==> src/common/vrw_regs.svh <==
// Register offsets, field positions, reset values and timing counts of the refresh/wait block
`ifndef VRW_REGS_SVH
`define VRW_REGS_SVH

// ==================================================================
// Register map
`define VRW_CONFIG_OFF        8'h00
`define VRW_STATUS_OFF        8'h04
`define VRW_CONFIG_RESET      8'h00

// ==================================================================
// Config fields
`define VRW_CFG_STYLE         0
`define VRW_CFG_DELAY_LO      1
`define VRW_CFG_DELAY_HI      2
`define VRW_CFG_EXTRA_CNT     3
`define VRW_CFG_PRE_LO        4
`define VRW_CFG_PRE_HI        5
`define VRW_CFG_BURST         6
`define VRW_CFG_STAGGER       7

// ==================================================================
// Status fields
`define VRW_ST_REFRESH_IN_PROGRESS           0
`define VRW_ST_LATCH          1
`define VRW_ST_WAITING        2
`define VRW_ST_SHIFT          3
`define VRW_ST_ADDR_LSB       8

// ==================================================================
// Timing
`define VRW_CLK_PERIOD_PS     32'h0000_1F40
`define VRW_REFRESH_REQUEST_IN_PERIOD_PS    32'h00E4_E1C0
`define VRW_CLEAR_TIME_PS     32'h0007_A120
`define VRW_REFRESH_REQUEST_IN_PERIOD_CYC   11'(`VRW_REFRESH_REQUEST_IN_PERIOD_PS / `VRW_CLK_PERIOD_PS)
`define VRW_CLEAR_CYC         7'((`VRW_CLEAR_TIME_PS + `VRW_CLK_PERIOD_PS - 32'h1) / `VRW_CLK_PERIOD_PS)
`define VRW_SHIFT_CLOCKS      3'h4
`define VRW_PRE_BASE          4'h2
`define VRW_LOW_BASE          4'h2
`define VRW_AXI_OKAY          2'h0
`define VRW_AXI_SLVERR        2'h2

`endif

==> src/common/vrw_pkg.sv <==
// Types shared by the refresh/wait block
package vrw_pkg;

  // ================================================================
  // State machines
  typedef enum logic [3:0] {
    ACC_IDLE  = 4'h1,
    ACC_PEND  = 4'h2,
    ACC_COUNT = 4'h4,
    ACC_DONE  = 4'h8
  } vrw_acc_state_t;

  typedef enum logic [1:0] {
    RF_IDLE   = 2'h1,
    RF_ACTIVE = 2'h2
  } vrw_rf_state_t;

  // ================================================================
  // Whole block state
  typedef struct packed {
    vrw_acc_state_t  acc_state;
    logic [1:0]      acc_bank;
    logic [3:0]      acc_cnt;
    logic            acc_burst;
    vrw_rf_state_t   rf_state;
    logic [3:0]      rf_cnt;
    logic [3:0][3:0] pre_cnt;
    logic            rf_latch;
    logic            rf_auto;
    logic [10:0]     rf_timer;
    logic [6:0]      clr_cnt;
    logic [21:0]     rf_addr;
    logic            sl_active;
    logic            sl_seen;
    logic            sl_tail;
    logic [2:0]      sl_cnt;
    logic [3:0]      ras_b;
    logic            ready_b;
    logic            dtoe_b;
    logic            refresh_in_progress;
    logic [7:0]      cfg;
    logic            bvalid;
    logic [1:0]      bresp;
    logic            rvalid;
    logic [1:0]      rresp;
    logic [31:0]     rdata;
  } vrw_state_t;

endpackage : vrw_pkg

==> src/core/vrw_core.sv <==
// Refresh timing, precharge and host ready control with an AXI4-Lite config port
`timescale 1ns/100ps
`include "vrw_regs.svh"

module vrw_core (
  input  wire logic        CLOCK_IN,
  input  wire logic        RST_B_IN,
  input  wire logic [7:0]  S_AXI_AWADDR_IN,
  input  wire logic        S_AXI_AWVALID_IN,
  output      logic        S_AXI_AWREADY_OUT,
  input  wire logic [31:0] S_AXI_WDATA_IN,
  input  wire logic [3:0]  S_AXI_WSTRB_IN,
  input  wire logic        S_AXI_WVALID_IN,
  output      logic        S_AXI_WREADY_OUT,
  output      logic [1:0]  S_AXI_BRESP_OUT,
  output      logic        S_AXI_BVALID_OUT,
  input  wire logic        S_AXI_BREADY_IN,
  input  wire logic [7:0]  S_AXI_ARADDR_IN,
  input  wire logic        S_AXI_ARVALID_IN,
  output      logic        S_AXI_ARREADY_OUT,
  output      logic [31:0] S_AXI_RDATA_OUT,
  output      logic [1:0]  S_AXI_RRESP_OUT,
  output      logic        S_AXI_RVALID_OUT,
  input  wire logic        S_AXI_RREADY_IN,
  input  wire logic        CHIP_SELECT_B_IN,
  input  wire logic        ACCESS_REQUEST_B_IN,
  input  wire logic [1:0]  BANK_SELECT_IN,
  input  wire logic        BYTE_COLUMN_ENABLE_B_IN,
  input  wire logic        EXTRA_WAIT_REQUEST_B_IN,
  input  wire logic        SECOND_PORT_GRANT_IN,
  input  wire logic        REFRESH_REQUEST_B_IN,
  input  wire logic        AUTO_REFRESH_DISABLE_B_IN,
  input  wire logic        REFRESH_EXTEND_B_IN,
  input  wire logic        SHIFT_LOAD_ADVANCE_REQUEST_B_IN,
  input  wire logic        SHIFT_LOAD_STROBE_B_IN,
  output      logic [3:0]  RAS_B_OUT,
  output      logic        DATA_ACKNOWLEDGE_B_OUT,
  output      logic        TRANSFER_OUTPUT_ENABLE_B_OUT,
  output      logic        REFRESH_IN_PROGRESS_OUT
);

  // ================================================================
  // Decoded inputs and config fields
  vrw_pkg::vrw_state_t q;
  vrw_pkg::vrw_state_t s;
  logic            access_request;
  logic            chip_select;
  logic            byte_column_enable;
  logic            extra_wait_request;
  logic            refresh_request;
  logic            auto_refresh_disable;
  logic            refresh_extend;
  logic            shift_load_strobe;
  logic            shift_load_advance_request;
  logic            ready_style_select;
  logic [1:0]      ready_delay_select;
  logic            half_level;
  logic [3:0]      pre_edges;
  logic [3:0]      low_edges;
  logic [3:0]      extra_edges;
  logic [3:0]      ready_target;
  logic [3:0]      rf_last_cnt;
  logic            rf_last;
  logic            rf_end;
  logic            rf_start;
  logic            acc_end;
  logic            timer_clear;
  logic            timer_tick;
  logic            aw_take;
  logic            ar_take;
  logic [3:0]      pre_ok;
  logic [3:0][3:0] pre_nxt;

  assign access_request             = ~ACCESS_REQUEST_B_IN;
  assign chip_select                = ~CHIP_SELECT_B_IN;
  assign byte_column_enable         = ~BYTE_COLUMN_ENABLE_B_IN;
  assign extra_wait_request         = ~EXTRA_WAIT_REQUEST_B_IN;
  assign refresh_request            = ~REFRESH_REQUEST_B_IN;
  assign auto_refresh_disable       = ~AUTO_REFRESH_DISABLE_B_IN;
  assign refresh_extend             = ~REFRESH_EXTEND_B_IN;
  assign shift_load_strobe          = ~SHIFT_LOAD_STROBE_B_IN;
  assign shift_load_advance_request = ~SHIFT_LOAD_ADVANCE_REQUEST_B_IN;
  assign ready_style_select         = q.cfg[`VRW_CFG_STYLE];
  assign ready_delay_select         = {q.cfg[`VRW_CFG_DELAY_HI], q.cfg[`VRW_CFG_DELAY_LO]};
  assign half_level                 = ~ready_delay_select[0];
  assign pre_edges   = `VRW_PRE_BASE + {3'h0, q.cfg[`VRW_CFG_PRE_HI]};
  assign low_edges   = `VRW_LOW_BASE + {3'h0, q.cfg[`VRW_CFG_PRE_LO]};
  // Half-clock levels round up to the next rising edge, after the extra edges
  assign extra_edges = !extra_wait_request ? 4'h0 :
                       (q.cfg[`VRW_CFG_EXTRA_CNT] ? 4'h2 : 4'h1);
  assign ready_target = {3'h0, ready_delay_select[1]} + {3'h0, ready_delay_select[0]}
                      + extra_edges + {3'h0, half_level};

  // ================================================================
  // Refresh arbitration
  assign rf_last_cnt = q.cfg[`VRW_CFG_STAGGER] ? low_edges + 4'h2 : low_edges - 4'h1;
  // Staggered refresh never looks at the extend input
  assign rf_last = q.cfg[`VRW_CFG_STAGGER] ? (q.rf_cnt == rf_last_cnt) :
                   ((q.rf_cnt >= rf_last_cnt) && !refresh_extend);
  assign rf_end  = (q.rf_state == vrw_pkg::RF_ACTIVE) && rf_last;
  // The advance load request blocks refresh as if an access were running
  assign rf_start = (q.rf_state == vrw_pkg::RF_IDLE) && (&pre_ok)
                 && (q.acc_state != vrw_pkg::ACC_COUNT) && (q.acc_state != vrw_pkg::ACC_DONE)
                 && !shift_load_advance_request && !q.sl_active
                 && (q.rf_latch || (q.rf_auto && !auto_refresh_disable));
  assign acc_end = ((q.acc_state == vrw_pkg::ACC_COUNT) || (q.acc_state == vrw_pkg::ACC_DONE))
                && !access_request;
  assign timer_clear = refresh_request && !auto_refresh_disable
                    && (q.clr_cnt >= `VRW_CLEAR_CYC - 7'h1);
  assign timer_tick  = !auto_refresh_disable && !timer_clear
                    && (q.rf_timer == `VRW_REFRESH_REQUEST_IN_PERIOD_CYC - 11'h1);
  assign aw_take = S_AXI_AWVALID_IN && S_AXI_WVALID_IN && !q.bvalid;
  assign ar_take = S_AXI_ARVALID_IN && !q.rvalid;

  // ================================================================
  // Per-RAS precharge counters
  for (genvar i = 0; i < 4; i++) begin : g_pre
    logic load;
    // The edge that sees the request negated is the first precharge edge
    assign load       = rf_end || (acc_end && (q.acc_bank == 2'(i)));
    assign pre_ok[i]  = (q.pre_cnt[i] == 4'h0);
    assign pre_nxt[i] = load ? pre_edges - 4'h1 : (pre_ok[i] ? 4'h0 : q.pre_cnt[i] - 4'h1);
  end

  // ================================================================
  // Next state
  always_comb begin
    s = q;
    // Register bus, both write channels taken together
    if (aw_take) begin
      s.bvalid = 1'b1;
      s.bresp  = `VRW_AXI_OKAY;
      if (S_AXI_AWADDR_IN == `VRW_CONFIG_OFF) begin
        if (S_AXI_WSTRB_IN[0]) begin
          s.cfg = S_AXI_WDATA_IN[7:0];
        end
      end else if (S_AXI_AWADDR_IN != `VRW_STATUS_OFF) begin
        s.bresp = `VRW_AXI_SLVERR;
      end
    end else if (q.bvalid && S_AXI_BREADY_IN) begin
      s.bvalid = 1'b0;
    end
    if (ar_take) begin
      s.rvalid = 1'b1;
      s.rresp  = `VRW_AXI_OKAY;
      s.rdata  = 32'h0000_0000;
      case (S_AXI_ARADDR_IN)
        `VRW_CONFIG_OFF: begin
          s.rdata[7:0] = q.cfg;
        end
        `VRW_STATUS_OFF: begin
          s.rdata[`VRW_ST_REFRESH_IN_PROGRESS]    = q.refresh_in_progress;
          s.rdata[`VRW_ST_LATCH]   = q.rf_latch;
          s.rdata[`VRW_ST_WAITING] = (q.acc_state == vrw_pkg::ACC_PEND)
                                  || (q.acc_state == vrw_pkg::ACC_COUNT);
          s.rdata[`VRW_ST_SHIFT]   = q.sl_active;
          s.rdata[`VRW_ST_ADDR_LSB +: 22] = q.rf_addr;
        end
        default: begin
          s.rresp = `VRW_AXI_SLVERR;
        end
      endcase
    end else if (q.rvalid && S_AXI_RREADY_IN) begin
      s.rvalid = 1'b0;
    end

    // Refresh timer and its clear
    if (refresh_request && !auto_refresh_disable) begin
      s.clr_cnt = (q.clr_cnt == `VRW_CLEAR_CYC) ? q.clr_cnt : q.clr_cnt + 7'h1;
    end else begin
      s.clr_cnt = 7'h00;
    end
    if (timer_clear) begin
      s.rf_timer = 11'h000;
    end else if (!auto_refresh_disable) begin
      s.rf_timer = timer_tick ? 11'h000 : q.rf_timer + 11'h001;
    end
    s.rf_auto  = !timer_clear && (timer_tick || (q.rf_auto && !rf_end));
    // A new request in the ending cycle survives the clear
    s.rf_latch = (refresh_request && auto_refresh_disable)
              || (q.rf_latch && !rf_end);
    if (refresh_request && !auto_refresh_disable) begin
      s.rf_addr = 22'h000000;
    end else if (rf_end) begin
      s.rf_addr = q.rf_addr + 22'h000001;
    end

    // Refresh cycle
    case (q.rf_state)
      vrw_pkg::RF_IDLE: begin
        if (rf_start) begin
          s.rf_state = vrw_pkg::RF_ACTIVE;
          s.rf_cnt   = 4'h0;
          s.refresh_in_progress     = 1'b1;
        end
      end
      vrw_pkg::RF_ACTIVE: begin
        if (rf_last) begin
          s.rf_state = vrw_pkg::RF_IDLE;
          s.refresh_in_progress     = 1'b0;
        end else if (q.rf_cnt != 4'hF) begin
          s.rf_cnt = q.rf_cnt + 4'h1;
        end
      end
      default: begin
        s.rf_state = vrw_pkg::RF_IDLE;
      end
    endcase
    s.pre_cnt = pre_nxt;

    // Host access
    case (q.acc_state)
      vrw_pkg::ACC_IDLE: begin
        if (chip_select && access_request) begin
          s.acc_state = vrw_pkg::ACC_PEND;
          s.acc_bank  = BANK_SELECT_IN;
          s.acc_burst = 1'b0;
        end
      end
      vrw_pkg::ACC_PEND: begin
        if (!access_request) begin
          s.acc_state = vrw_pkg::ACC_IDLE;
        end else if (pre_ok[q.acc_bank] && (q.rf_state == vrw_pkg::RF_IDLE) && !rf_start
                     && SECOND_PORT_GRANT_IN) begin
          s.acc_state = vrw_pkg::ACC_COUNT;
          s.acc_cnt   = 4'h0;
        end
      end
      vrw_pkg::ACC_COUNT: begin
        if (!access_request) begin
          s.acc_state = vrw_pkg::ACC_IDLE;
        end else if (q.acc_burst && !byte_column_enable) begin
          s.acc_cnt = 4'h0;
        end else if (q.acc_cnt + 4'h1 >= ready_target) begin
          s.acc_state = vrw_pkg::ACC_DONE;
        end else begin
          s.acc_cnt = q.acc_cnt + 4'h1;
        end
      end
      vrw_pkg::ACC_DONE: begin
        if (!access_request) begin
          s.acc_state = vrw_pkg::ACC_IDLE;
        end else if (q.cfg[`VRW_CFG_BURST] && !byte_column_enable) begin
          s.acc_state = vrw_pkg::ACC_COUNT;
          s.acc_cnt   = 4'h0;
          s.acc_burst = 1'b1;
        end
      end
      default: begin
        s.acc_state = vrw_pkg::ACC_IDLE;
      end
    endcase

    // Shift register load
    s.sl_seen = shift_load_strobe;
    if (q.sl_active) begin
      if (!shift_load_strobe || (q.sl_cnt == `VRW_SHIFT_CLOCKS - 3'h1)) begin
        s.sl_active = 1'b0;
        s.sl_tail   = half_level;
      end else begin
        s.sl_cnt = q.sl_cnt + 3'h1;
      end
    end else begin
      s.sl_tail = 1'b0;
      if (shift_load_strobe && !q.sl_seen) begin
        s.sl_active = 1'b1;
        s.sl_cnt    = 3'h0;
      end
    end
    s.dtoe_b = !s.sl_active;

    // Ready pin: low while waiting in wait style, low when done in ack style
    if ((s.acc_state == vrw_pkg::ACC_IDLE) && !s.sl_active && !s.sl_tail) begin
      s.ready_b = 1'b1;
    end else if (ready_style_select) begin
      s.ready_b = (s.acc_state == vrw_pkg::ACC_PEND) || (s.acc_state == vrw_pkg::ACC_COUNT)
               || s.sl_active || s.sl_tail;
    end else begin
      s.ready_b = !((s.acc_state == vrw_pkg::ACC_PEND) || (s.acc_state == vrw_pkg::ACC_COUNT)
               || s.sl_active || s.sl_tail);
    end

    // RAS drive
    for (int i = 0; i < 4; i++) begin
      s.ras_b[i] = 1'b1;
      if (((s.acc_state == vrw_pkg::ACC_COUNT) || (s.acc_state == vrw_pkg::ACC_DONE))
          && (s.acc_bank == 2'(i))) begin
        s.ras_b[i] = 1'b0;
      end
      if (s.rf_state == vrw_pkg::RF_ACTIVE) begin
        if (!q.cfg[`VRW_CFG_STAGGER]) begin
          s.ras_b[i] = 1'b0;
        end else if ((s.rf_cnt >= 4'(i)) && (s.rf_cnt < 4'(i) + low_edges)) begin
          s.ras_b[i] = 1'b0;
        end
      end
    end
  end

  // ================================================================
  // State register
  always_ff @(posedge CLOCK_IN) begin
    if (!RST_B_IN) begin
      q           <= '0;
      q.acc_state <= vrw_pkg::ACC_IDLE;
      q.rf_state  <= vrw_pkg::RF_IDLE;
      q.ras_b     <= 4'hF;
      q.ready_b   <= 1'b1;
      q.dtoe_b    <= 1'b1;
      q.cfg       <= `VRW_CONFIG_RESET;
    end else begin
      q <= s;
    end
  end

  assign S_AXI_AWREADY_OUT            = aw_take;
  assign S_AXI_WREADY_OUT             = aw_take;
  assign S_AXI_BVALID_OUT             = q.bvalid;
  assign S_AXI_BRESP_OUT              = q.bresp;
  assign S_AXI_ARREADY_OUT            = !q.rvalid;
  assign S_AXI_RVALID_OUT             = q.rvalid;
  assign S_AXI_RRESP_OUT              = q.rresp;
  assign S_AXI_RDATA_OUT              = q.rdata;
  assign RAS_B_OUT                    = q.ras_b;
  assign DATA_ACKNOWLEDGE_B_OUT       = q.ready_b;
  assign TRANSFER_OUTPUT_ENABLE_B_OUT = q.dtoe_b;
  assign REFRESH_IN_PROGRESS_OUT      = q.refresh_in_progress;
endmodule : vrw_core

==> config.mk <==
export PLATFORM = sky130hd
export DESIGN_NAME = vrw_core
export DESIGN_NICKNAME = d
export VERILOG_FILES = /design/src/common/vrw_pkg.sv /design/src/core/vrw_core.sv
export VERILOG_INCLUDE_DIRS = /design/src /design/src/common
export SDC_FILE = /design/constraint.sdc
export NUM_CORES = 1
export LEC_CHECK = 0
export BUFFER_PORTS_ARGS = -buffer_cell sky130_fd_sc_hd__buf_2
export CELL_PAD_IN_SITES_DETAIL_PLACEMENT = 1
export CELL_PAD_IN_SITES_GLOBAL_PLACEMENT = 1
export CORE_AREA = 2 2 131 133
export CTS_BUF_LIST = sky130_fd_sc_hd__clkbuf_8
export CTS_CLUSTER_DIAMETER = 200
export DETAILED_ROUTE_END_ITERATION = 8
export DIE_AREA = 0 0 133 135
export PLACE_DENSITY_LB_ADDON = 0.08
export SLEW_MARGIN = 20
export SYNTH_ARGS = -nofsm -noshare
export SYNTH_HDL_FRONTEND = slang
export SYNTH_SLANG_ARGS = --single-unit
==> constraint.sdc <==
create_clock -name CLOCK_IN -period 3.4 [get_ports CLOCK_IN]
set_input_delay 0.68 -clock CLOCK_IN [delete_from_list [all_inputs] [get_ports CLOCK_IN]]
set_output_delay 0.68 -clock CLOCK_IN [all_outputs]
set_load 0.05 [all_outputs]
==> impl_metrics.ini <==
[status]
status = completed

[yosys]
ys_types = 64
synthesis.area_um2 = 6330
synth_cells = 752
synth_top_area_share_pct = 40.8
syn_avg_cell_area_um2 = 8.42
synth_warnings = 0
synthArstFlopShare_pct = 0
synth_edf_count = 0
synth_area_leader_cell = dfxtp_1
yosysSeqAreaShare_pct = 40.8
synth-seq-cells = 129
synth.top_cells.by_area = dfxtp_1 (41%), nor2_1 (8.1%), buf_4 (4.9%)
ys.flop_type = dfxtp_1

[floorplanning]
die_area_um2 = 18000
num_rows = 47
io_pins = 119
chipWidth_um = 133
initial_core_util_pct = 38.6
die_h_um = 135
core_area_um2 = 16400

[layout]
multiInputGateArea_um2 = 3290
seqCellArea_um2 = 2580
nFillCells = 1987
drive_above_1_share_pct = 18.9
most-common-layout-cells = nor2_1 (136), dfxtp_1 (128), buf_2 (87)
final_cells = 1039
diodes = 0
final_common_cell = nor2_1
nets = 901
area_delta_synth_final_pct = 14.3

[worst_setup_path]
worstRegToRegCells = 15
start_kind = flop
crit_fanout = 3
critPathRequiredTime_ns = 3.70
path_class = reg2reg
timing.rr.end = q[124]
cp-end-kind = flop
r2r_slack_ns = 0.17
arrival_ns = 3.54
r2r-start = q[41]

[drt]
ant_nets = 0
wl_per_cell_um = 16.3
wl_mm = 17.0
drc_errors = 0
via_per_inst = 5.26
via_count = 5468
drt-initial-drc-count = 152
firstDrtPassIters = 4

[min_path]
hold_path_end = S_AXI_RVALID_OUT
min_from = S_AXI_RREADY_IN
hold_depth = 2
hold_path_class = in2reg

[cts]
cts-buffers-inserted = 17
cts_tree = built
cts_root_buf = clkbuf_8
cts_sinks = 129
cts_buffer_depth = 2
clk_latency_ns = 0.44
clkTransAtPathRegs_ns = 0.07
cts_hold_buf = 0
cts.htree.levels = 4

[place]
placed_cells = 1006
gp_congestion = 0.800
numPortBuffers = 87
post-dp-hpwl_mm = 12.5

[timing]
timing.final.crit_share_pct = 95.1
fin_crit_ns = 3.23
fmax_mhz = 309
slew_violations = 0
setup_violations = 0
worst_slew_pin_slew_ns = 0.888
relSlewSlack_pct = 40.8
finClkSkew_ns = 0.0148
finalHoldWorstSlack_ns = 0.420
hold_viol_final = 0

[power_and_ir_drop]
seq_power_share_pct = 46.8
switching_power_w = 0.000881
clkPwrFrac_pct = 43.2
max-vdd-ir-drop_v = 0.000255
p_int_w = 0.00246
comb_power_share_pct = 10.0
total_leakage_power_nw = 2.99
switching_share_pct = 26.3
p_per_area_nw_per_um2 = 462

[global_routing]
grt_use_met3_pct = 4.24
antenna_found_initial = 0
grt_max_degree = 62
grt_use_met1_pct = 23.2
grt_pass1_vias = 5688
gr-total-overflow = 0
grt.total_usage_pct = 19.3
grt_pass1_wl_mm = 27.6
globalRouteMet2Util_pct = 34.3
grt_busiest_layer = met2

[run]
drv_cap = 0
registers in the layout, indices dropped and copies added, names as in the netlist:
register and count:
DATA_ACKNOWLEDGE_B_OUT 1, RAS_B_OUT 4, REFRESH_IN_PROGRESS_OUT 1, S_AXI_BRESP_OUT 1, S_AXI_BVALID_OUT 1, S_AXI_RDATA_OUT 30
S_AXI_RRESP_OUT 1, S_AXI_RVALID_OUT 1, TRANSFER_OUTPUT_ENABLE_B_OUT 1, q 88
final cells by class:
| type | count | share of cell area [%] |
|---|---|---|
| multi-input combinational | 530 | 45.5 |
| clock buffer | 18 | 3.42 |
| timing repair buffer | 103 | 7.68 |
| tap | 220 | 3.80 |
| clock inverter | 14 | 2.59 |
| inverter | 25 | 1.30 |
| sequential | 129 | 35.7 |
synthesized netlist by cell type (all sizes together) (2+ instances only):
library cell	number
or2	2
a31o	2
o31ai	6
nor2	137
nor2b	11
o21a	5
or3	6
mux2i	15
inv	24
fa	2
nand4b	4
nand3b	6
a221o	2
nand3	19
or3b	2
nor3	16
and3	12
dfxtp	129
a21oi	34
xnor2	15
a211o	2
nand4	12
and2	11
o21ai	32
a22oi	29
nand2	46
o22ai	2
or4	2
a31oi	5
mux2	2
xor2	19
nor4	14
ha	22
clkbuf	26
buf	45
a211oi	5
a311oi	5
a221oi	2
nor4b	2
nand2b	4
routing by layer:
layer	vias to the layer above	wire length, um
met5	-	0
met4	0	277
met3	20	423
met2	65	8460
met1	2693	7810
li1	2690	-
worst max-delay path by stage:
stage	from	depth (start not counted)	slack [ns]	to
2_1_floorplan	EXTRA_WAIT_REQUEST_B_IN	13	0.02	DATA_ACKNOWLEDGE_B_OUT
5_1_grt	q[41]	15	-0.06	q[124]
6_report	q[41]	15	0.17	q[124]
3_5_place_dp	EXTRA_WAIT_REQUEST_B_IN	16	-0.30	q[124]
4_1_cts	q[41]	15	0.12	q[124]
3_3_place_gp	EXTRA_WAIT_REQUEST_B_IN	16	-0.26	q[125]
power by group through the flow:
stage | sequential [W] | clock [W] | combinational, W
global placement | 0.00160 | 0 | 0.000322
CTS | 0.00156 | 0.00148 | 0.000334
global route | 0.00157 | 0.00156 | 0.000367
finish | 0.00157 | 0.00144 | 0.000335
detailed placement | 0.00160 | 0 | 0.000333
floorplan | 0.00160 | 0 | 0.000235
per-stage QoR:
| stage | cell area (um2) | setup TNS [ns] | setup slack [ns] | util, % | total power, W |
|---|---|---|---|---|---|
| finish | 7240 | 0 | 0.166 | 44.1 | 0.00335 |
| global route | 7240 | -0.151 | -0.0609 | 44.1 | 0.00349 |
| CTS | 7180 | 0 | 0.117 | 43.7 | 0.00338 |
| detailed placement | 6740 | -2.47 | -0.302 | 41.1 | 0.00193 |
| global placement | 6740 | -1.83 | -0.256 | 41.1 | 0.00192 |
| floorplan | 6350 | 0 | 0.0171 | - | 0.00184 |
timing repair:
item                                    in CTS  in global routing
endpoints found under the setup margin       0                  7
resized for setup                            0                 12
setup buffers                                0                  1
cells by family (layout without fill, tap and decap cells):
kind of cell    after synthesis  in the layout  share of synthesized area (%)
flops                       129            129                           40.8
compound gates              142            142                           14.7
simple gates                309            309                           23.8
buf+inv                      96            160                           8.30
fa+ha+maj                    24             24                           4.98
mux                          17             17                           2.73
other cells                   1              4                         0.0592
xor+xnor                     34             34                           4.70
critical path: stages (launching register included):
cell and delay (ns):
dfxtp_2 0.37, nor2_4 0.04, fa_1 0.54, ha_2 0.18
fa_1 0.41, inv_1 0.10, ha_4 0.20, o21ai_2 0.14
a21oi_2 0.06, nor3_2 0.17, o21ai_1 0.11, buf_4 0.16
nor4_4 0.22, buf_4 0.18, mux2i_1 0.18, nor2_1 0.05
Power figures use the tool's default switching activity.
